--- src/hw/ubrd_defines.vh ---
// constants for the baud rate divider: register map, fields, reset values
// assumes a 32-bit axi4-lite slave with one register per aligned word
`ifndef UBRD_DEFINES_VH
`define UBRD_DEFINES_VH
`define UBRD_OFS_HIGH     4'h0
`define UBRD_OFS_LOW      4'h4
`define UBRD_OFS_CTRL     4'h8
`define UBRD_OFS_STATUS   4'hC
`define UBRD_DIV_W        12
`define UBRD_DIV_RST      12'h000
`define UBRD_HIGH_MSB     3
`define UBRD_LOW_MSB      7
`define UBRD_CTRL_DSPEED  0
`define UBRD_CTRL_LEGACY  1
`define UBRD_TICKS_NORMAL 4'hF
`define UBRD_TICKS_DOUBLE 4'h7
`define UBRD_RESP_OKAY    2'h0
`define UBRD_RESP_SLVERR  2'h2
`endif

--- src/hw/ubrd_baud_divider.v ---
// baud rate divider top: axi4-lite registers plus prescaler
// assumes one master, one write and one read outstanding at a time
`include "ubrd_defines.vh"
`timescale 1ns/1ps
`default_nettype none
module ubrd_baud_divider (
  input  wire        clock,         // 250 MHz system clock
  input  wire        sys_rst,       // synchronous reset, active high
  input  wire [3:0]  s_axi_awaddr,  // write address
  input  wire        s_axi_awvalid, // write address valid
  output reg         s_axi_awready, // write address ready
  input  wire [31:0] s_axi_wdata,   // write data
  input  wire [3:0]  s_axi_wstrb,   // write byte strobes
  input  wire        s_axi_wvalid,  // write data valid
  output reg         s_axi_wready,  // write data ready
  output reg  [1:0]  s_axi_bresp,   // write response
  output reg         s_axi_bvalid,  // write response valid
  input  wire        s_axi_bready,  // write response ready
  input  wire [3:0]  s_axi_araddr,  // read address
  input  wire        s_axi_arvalid, // read address valid
  output reg         s_axi_arready, // read address ready
  output reg  [31:0] s_axi_rdata,   // read data
  output reg  [1:0]  s_axi_rresp,   // read response
  output reg         s_axi_rvalid,  // read data valid
  input  wire        s_axi_rready,  // read data ready
  output reg         baudTick,      // oversample tick to tx/rx
  output reg         bitTick,       // bit-time enable to tx/rx
  output reg         doubleSpeed    // double_speed_select to tx/rx
);
  reg [3:0]  divHigh;
  reg [7:0]  divLow;
  reg        legacyMode;
  reg [3:0]  awAddr;
  reg        awHeld;
  reg [31:0] wData;
  reg        wLane0;
  reg        wHeld;
  reg        reload;
  wire       tickRaw;
  wire       bitRaw;
  wire [11:0] divisor;
  // write decode results, settled before the response edge
  reg        wrFire;           // both halves held, no response yet
  reg        wrOk;             // write address mapped in this mode
  reg [3:0]  next_divHigh;     // high nibble after this cycle
  reg [7:0]  next_divLow;      // low byte after this cycle
  reg        next_doubleSpeed; // speed select after this cycle
  reg        next_legacyMode;  // legacy mode after this cycle
  reg        next_reload;      // prescaler reload request
  // read select results, taken with the read address
  reg        rdOk;             // read address mapped in this mode
  reg [31:0] next_rdata;       // word for the offered read address

  // address known and present in the current mode
  function mapped;
    input [3:0] a;
    input       legacy;
    begin
      mapped = (a == `UBRD_OFS_LOW) || (a == `UBRD_OFS_CTRL) ||
               (a == `UBRD_OFS_STATUS) ||
               ((a == `UBRD_OFS_HIGH) && !legacy);
    end
  endfunction

  // legacy mode drops the high nibble
  assign divisor = legacyMode ? {4'h0, divLow} : {divHigh, divLow};

  // register write decode; settings move on the edge that raises bvalid,
  // so a read issued after the response always sees the new value
  always @* begin
    wrFire           = awHeld && wHeld && !s_axi_bvalid;
    wrOk             = mapped(awAddr, legacyMode);
    next_divHigh     = divHigh;
    next_divLow      = divLow;
    next_doubleSpeed = doubleSpeed;
    next_legacyMode  = legacyMode;
    next_reload      = 1'b0;
    if (wrFire && wrOk && wLane0) begin
      case (awAddr)
        // upper bits discarded, read as zero
        `UBRD_OFS_HIGH: begin
          next_divHigh = wData[`UBRD_HIGH_MSB:0];
        end
        `UBRD_OFS_LOW: begin
          next_divLow = wData[`UBRD_LOW_MSB:0];
          next_reload = 1'b1;
        end
        `UBRD_OFS_CTRL: begin
          next_doubleSpeed = wData[`UBRD_CTRL_DSPEED];
          next_legacyMode  = wData[`UBRD_CTRL_LEGACY];
        end
        default: begin
          next_reload = 1'b0;
        end
      endcase
    end
  end

  // write channels taken in either order, answered when both held
  always @(posedge clock) begin
    if (sys_rst) begin
      s_axi_awready <= 1'b1;
      s_axi_wready  <= 1'b1;
      s_axi_bvalid  <= 1'b0;
      s_axi_bresp   <= `UBRD_RESP_OKAY;
      awHeld        <= 1'b0;
      wHeld         <= 1'b0;
      awAddr        <= 4'h0;
      wData         <= 32'h0000_0000;
      wLane0        <= 1'b0;
      divHigh       <= 4'h0;
      divLow        <= 8'h00;
      legacyMode    <= 1'b0;
      doubleSpeed   <= 1'b0;
      reload        <= 1'b0;
    end else begin
      divHigh     <= next_divHigh;
      divLow      <= next_divLow;
      doubleSpeed <= next_doubleSpeed;
      legacyMode  <= next_legacyMode;
      reload      <= next_reload;
      if (s_axi_awvalid && s_axi_awready) begin
        awAddr        <= s_axi_awaddr;
        awHeld        <= 1'b1;
        s_axi_awready <= 1'b0;
      end
      if (s_axi_wvalid && s_axi_wready) begin
        wData        <= s_axi_wdata;
        wLane0       <= s_axi_wstrb[0];
        wHeld        <= 1'b1;
        s_axi_wready <= 1'b0;
      end
      // unmapped or absent register: error response, nothing written
      if (wrFire) begin
        s_axi_bvalid <= 1'b1;
        s_axi_bresp  <= wrOk ? `UBRD_RESP_OKAY : `UBRD_RESP_SLVERR;
      end
      if (s_axi_bvalid && s_axi_bready) begin
        s_axi_bvalid  <= 1'b0;
        awHeld        <= 1'b0;
        wHeld         <= 1'b0;
        s_axi_awready <= 1'b1;
        s_axi_wready  <= 1'b1;
      end
    end
  end

  // read word select; the status word shows what the prescaler uses,
  // which differs from the two bytes while legacy mode is on
  always @* begin
    rdOk = mapped(s_axi_araddr, legacyMode);
    case (s_axi_araddr)
      `UBRD_OFS_HIGH: begin
        next_rdata = legacyMode ? 32'h0000_0000 : {28'h0, divHigh};
      end
      `UBRD_OFS_LOW: begin
        next_rdata = {24'h0, divLow};
      end
      `UBRD_OFS_CTRL: begin
        next_rdata = {30'h0, legacyMode, doubleSpeed};
      end
      // effective divisor as the prescaler sees it
      `UBRD_OFS_STATUS: begin
        next_rdata = {20'h0, divisor};
      end
      default: begin
        next_rdata = 32'h0000_0000;
      end
    endcase
  end

  // read channel: answer one cycle after address taken
  always @(posedge clock) begin
    if (sys_rst) begin
      s_axi_arready <= 1'b1;
      s_axi_rvalid  <= 1'b0;
      s_axi_rdata   <= 32'h0000_0000;
      s_axi_rresp   <= `UBRD_RESP_OKAY;
    end else if (s_axi_arvalid && s_axi_arready) begin
      s_axi_arready <= 1'b0;
      s_axi_rvalid  <= 1'b1;
      s_axi_rresp   <= rdOk ? `UBRD_RESP_OKAY : `UBRD_RESP_SLVERR;
      s_axi_rdata   <= next_rdata;
    end else if (s_axi_rvalid && s_axi_rready) begin
      s_axi_rvalid  <= 1'b0;
      s_axi_arready <= 1'b1;
    end
  end

  // no guard on live frames; software must wait for idle
  ubrd_prescaler prescaler (
    .clock       (clock),
    .sys_rst     (sys_rst),
    .divisor     (divisor),
    .doubleSpeed (doubleSpeed),
    .reload      (reload),
    .baudTick    (tickRaw),
    .bitTick     (bitRaw)
  );

  // outputs registered once more so they leave from flip-flops here;
  // costs one clock of latency, the same for both ticks
  always @(posedge clock) begin
    if (sys_rst) begin
      baudTick <= 1'b0;
      bitTick  <= 1'b0;
    end else begin
      baudTick <= tickRaw;
      bitTick  <= bitRaw;
    end
  end
endmodule
`default_nettype wire

--- src/hw/ubrd_prescaler.v ---
// baud prescaler: tick every divisor+1 clocks, bit enable every 16 or 8 ticks
// assumes reload is a one-cycle pulse in the system clock domain
`include "ubrd_defines.vh"
`timescale 1ns/1ps
`default_nettype none
module ubrd_prescaler (
  input  wire        clock,       // system clock
  input  wire        sys_rst,     // synchronous reset, active high
  input  wire [11:0] divisor,     // effective divisor
  input  wire        doubleSpeed, // double_speed_select
  input  wire        reload,      // immediate reload pulse
  output reg         baudTick,    // oversample tick pulse
  output reg         bitTick      // one pulse per bit time
);
  reg [11:0] count;
  reg [3:0]  tickCount;
  // reload restarts the period without waiting for its end
  always @(posedge clock) begin
    if (sys_rst) begin
      count    <= `UBRD_DIV_RST;
      baudTick <= 1'b0;
    end else if (reload) begin
      count    <= divisor;
      baudTick <= 1'b0;
    end else if (count == 12'h000) begin
      count    <= divisor;
      baudTick <= 1'b1;
    end else begin
      count    <= count - 12'h001;
      baudTick <= 1'b0;
    end
  end
  // sixteen or eight ticks per bit
  // divisor zero: bit every 16 or 8 clocks
  always @(posedge clock) begin
    if (sys_rst || reload) begin
      tickCount <= 4'h0;
      bitTick   <= 1'b0;
    end else if (count == 12'h000) begin
      if (tickCount >= (doubleSpeed ? `UBRD_TICKS_DOUBLE
                                    : `UBRD_TICKS_NORMAL)) begin
        tickCount <= 4'h0;
        bitTick   <= 1'b1;
      end else begin
        tickCount <= tickCount + 4'h1;
        bitTick   <= 1'b0;
      end
    end else begin
      bitTick <= 1'b0;
    end
  end
endmodule
`default_nettype wire

--- config.mk ---
export PLATFORM = sky130hd
export DESIGN_NAME = ubrd_baud_divider
export DESIGN_NICKNAME = d
export VERILOG_FILES = /design/src/hw/ubrd_baud_divider.v /design/src/hw/ubrd_prescaler.v
export VERILOG_INCLUDE_DIRS = /design/src /design/src/hw
export SDC_FILE = /design/constraint.sdc
export NUM_CORES = 1
export LEC_CHECK = 0
export ABC_AREA = 1
export BUFFER_PORTS_ARGS = -buffer_cell sky130_fd_sc_hd__buf_2
export CAP_MARGIN = 20
export CORE_AREA = 2 2 109 111
export CTS_BUF_LIST = sky130_fd_sc_hd__clkbuf_8 sky130_fd_sc_hd__clkbuf_16
export DETAILED_ROUTE_END_ITERATION = 10
export DIE_AREA = 0 0 111 113
export SLEW_MARGIN = 20
export SYNTH_ARGS = -nofsm -noshare
export SYNTH_HDL_FRONTEND = slang
export SYNTH_SLANG_ARGS = --single-unit
--- constraint.sdc ---
create_clock -name clock -period 2.2 [get_ports clock]
set_clock_uncertainty 0.2 [all_clocks]
set_input_delay 0.22 -clock clock [delete_from_list [all_inputs] [get_ports clock]]
set_output_delay 0.22 -clock clock [all_outputs]
set_load 0.005 [all_outputs]
==> metrics.yaml <==
timing:
  tightest_slew_ps: 559
  fin_hold_ws_ps: 6.87
  relSlewSlack_pct: 62.7
  hold_viol_final: 0
  period_needed_ps: 1670
  final_max_slew_viol_count: 0
  setup_viol: 0
  period_share_pct: 75.8
  rsz0062_at_grt: "no"
  setup_tns_ps: 0
  fmax_ghz: 0.600
pwr:
  cellPowerDensity_mw_per_mm2: 1040
  vdd_drop_max_uv: 431
  swShare_pct: 31.1
  p_seq_share_pct: 34.7
  p_int_w: 0.00296
  p_switching_w: 0.00134
  pwr-share-clk_pct: 39.4
  comb_power_share_pct: 25.8
  leakage_nw: 1.96
  report.power.total_w: 0.00430
synth:
  yosysWarnings: 0
  synthCells: 457
  synth_area_mm2: 0.00333
  yosys.area.top_type: "dfxtp_1"
  yosysUniqueCellTypes: 31
  synth_seq_area_share_pct: 41.4
  avgSynthCellArea_um2: 7.30
  ys_top_cells_by_area: "dfxtp_1, nor2_1, nand2_1"
  synth_top_area_share_pct: 41.4
  synth_seq_cells: 69
global_route:
  antenna_found_initial: 0
  grt_pass1_vias: 2712
  grt_usage_pct: 12.4
  grt_overflow: 0
  grt_max_degree: 38
  grt_first_pass_wirelength_mm: 12.5
final_layout:
  syn_to_final_growth_pct: 23.5
  instances_no_fill: 665
  n_fill_cell: 1172
  fin_nets: 572
  drive_above_1_share_pct: 16.3
  multiInputGateArea_mm2: 0.00162
  diodes: 0
  register_area_mm2: 0.00138
  post-route-util_pct: 36.5
critical_path:
  r2r_slack_ps: 530
  reg2regPathDepth: 9
  crit_slowest_cell: "dfxtp_1"
  r2r_start: "prescaler.count[0]"
  required_ps: 2220
  critPathLaunchType: "flip-flop"
  end_kind: "flip-flop"
  crit_chain: "inv_1 -> ha_1 -> nand2_1 -> nor2_4 -> nand2_4 -> nand2_4 -> o21ai_0 -> nand2_1 -> nor2_1"
  critical_path_peak_fanout: 12
  cp_top_family: "simple AND/OR/NAND/NOR gates"
  r2r_end: "prescaler.count[9]"
  cpPeakStageDelay_ps: 290
  worstPathArrival_ps: 1690
  crit_buf_inv: 1
  worstSetupPathType: "reg -> reg"
  cp.depth: 9
routing:
  vias: 2878
  drtAntennaViolNets: 0
  wl_mm: 7.44
  route.detailed.drc: 0
  drt_first_iter_violations: 93
  viasPerCell: 4.33
  avgRoutedWirePerCell_um: 11.2
  drtPass1Iterations: 4
floorplan:
  io_pins: 95
  die_h_um: 113
  die_w_um: 111
  start_util_pct: 29.6
  fp-row-count: 39
  core-area_mm2: 0.0113
  dieArea_mm2: 0.0125
min_path:
  hold_path_end: "s_axi_arready"
  min_path_type: "in -> reg"
  holdPathStages: 3
  hp-start: "sys_rst"
clock_tree:
  clock-sinks: 69
  ctsResizeCount: 0
  insertion_delay_ps: 330
  cts.clk_slew.worst_paths_ps: 50
  cts-root-buf: "clkbuf_16"
  htreeDepth: 3
  clock_path_buffers: 2
  cts_tree: "done"
  cts_buffers: 9
run_status:
  status: "completed"
run:
  drv_cap: 0
placed_design:
  dpl.hpwl_mm: 5.54
  port_buffers: 45
  place_inst: 635
  globalplace.congestion: 0.877
## cells in the final DEF (no fill, tap or decap), drive strengths merged, types with 2 or more instances in the layout
cell type    count
a21oi           31
clkbuf          11
nand3           21
nand4           19
nor3            10
dlygate4sd3     14
ha               4
nand2           86
nor2            92
inv             50
o21ai           24
o21bai           2
buf             49
bufinv           3
xor2             8
dfxtp           69
conb            22
a31oi            2
## synthesized netlist by cell type
cell type	instances
nor2_1	82
nand2_1	80
dfxtp_1	69
inv_1	50
a21oi_1	30
buf_4	23
nand3_1	21
o21ai_0	20
nand4_1	19
clkbuf_1	8
nor3_1	8
xor2_1	8
nand2_4	5
ha_1	4
nor2_4	4
o21ai_1	4
nor2_2	3
nor2_8	3
a31oi_1	2
nor3_2	2
o21bai_1	2
a21oi_4	1
a22oi_1	1
buf_1	1
buf_2	1
buf_6	1
clkbuf_2	1
conb_1	1
nand2_2	1
nand3b_1	1
or2_2	1
## cell families after synthesis
logic type | share of synthesized area, %
DFF | 41.4
other | 0.112
buffers and inverters | 12.5
xor gates and xnor gates | 2.10
adders and majority gates | 1.50
and+or+nand+nor | 32.8
AOI/OAI and AO/OA | 9.64
## worst reg2reg max path, stage by stage, from the launching register on
cell and delay [ps]:
dfxtp_1 290, inv_1 110, ha_1 210, nand2_1 100, nor2_4 180, nand2_4 90
nand2_4 130, o21ai_0 120, nand2_1 80, nor2_1 50
## per-stage QoR
stage,setup WS (ps),area (um^2)
2_1_floorplan,683,3410
3_3_place_gp,553,3620
3_5_place_dp,530,3620
4_1_cts,520,4120
5_1_grt,389,4120
6_report,533,4120
## cell type report
class / instances / area share (%)
Sequential cell: 69 / 33.5
Inverter: 50 / 4.56
Timing Repair Buffer: 63 / 9.60
Clock inverter: 5 / 2.58
Multi-Input combinational cell: 324 / 39.2
Tap cell: 143 / 4.34
Clock buffer: 11 / 6.14
## sequential cells by signal (all words and copies together) (netlist names), 4 cells and up
signal               flops
wData                    8
divLow                   8
divHigh                  4
s_axi_rdata             12
prescaler.tickCount      4
awAddr                   4
prescaler.count         12
## layer usage
| layer | vias to the layer above | routed length [um] | GRT usage [%] |
|---|---|---|---|
| li1 | 1537 | - | - |
| met1 | 1266 | 3480 | 15.1 |
| met2 | 67 | 3460 | 21.0 |
| met3 | 8 | 438 | 4.23 |
| met4 | 0 | 65 | 3.25 |
| met5 | - | 0 | 0 |
## power groups by stage
stage	clock network, W	logic, W	registers [W]
4_1_cts	0.00173	0.00112	0.00149
2_1_floorplan	0	0.000945	0.00149
6_report	0.00170	0.00111	0.00149
5_1_grt	0.00179	0.00128	0.00151
3_5_place_dp	0	0.00110	0.00152
3_3_place_gp	0	0.00107	0.00151
## worst max-delay path by stage
stage	startpoint	end	slack, ps
after global placement	prescaler.count[0]	prescaler.count[9]	550
after floorplan	prescaler.count[0]	prescaler.count[7]	680
final	prescaler.count[0]	prescaler.count[9]	530
after CTS	prescaler.count[0]	prescaler.count[9]	520
after global routing	prescaler.count[0]	prescaler.count[10]	390
after detailed placement	prescaler.count[0]	prescaler.count[9]	530
## timing repair
item                                    4_1_cts  5_1_grt
endpoints found under the setup margin        0        0
setup buffers                                 0        0
hold buffers                                 14        0
endpoints found under the hold margin        16        0
Note: power is estimated with default switching activity, not from simulation.
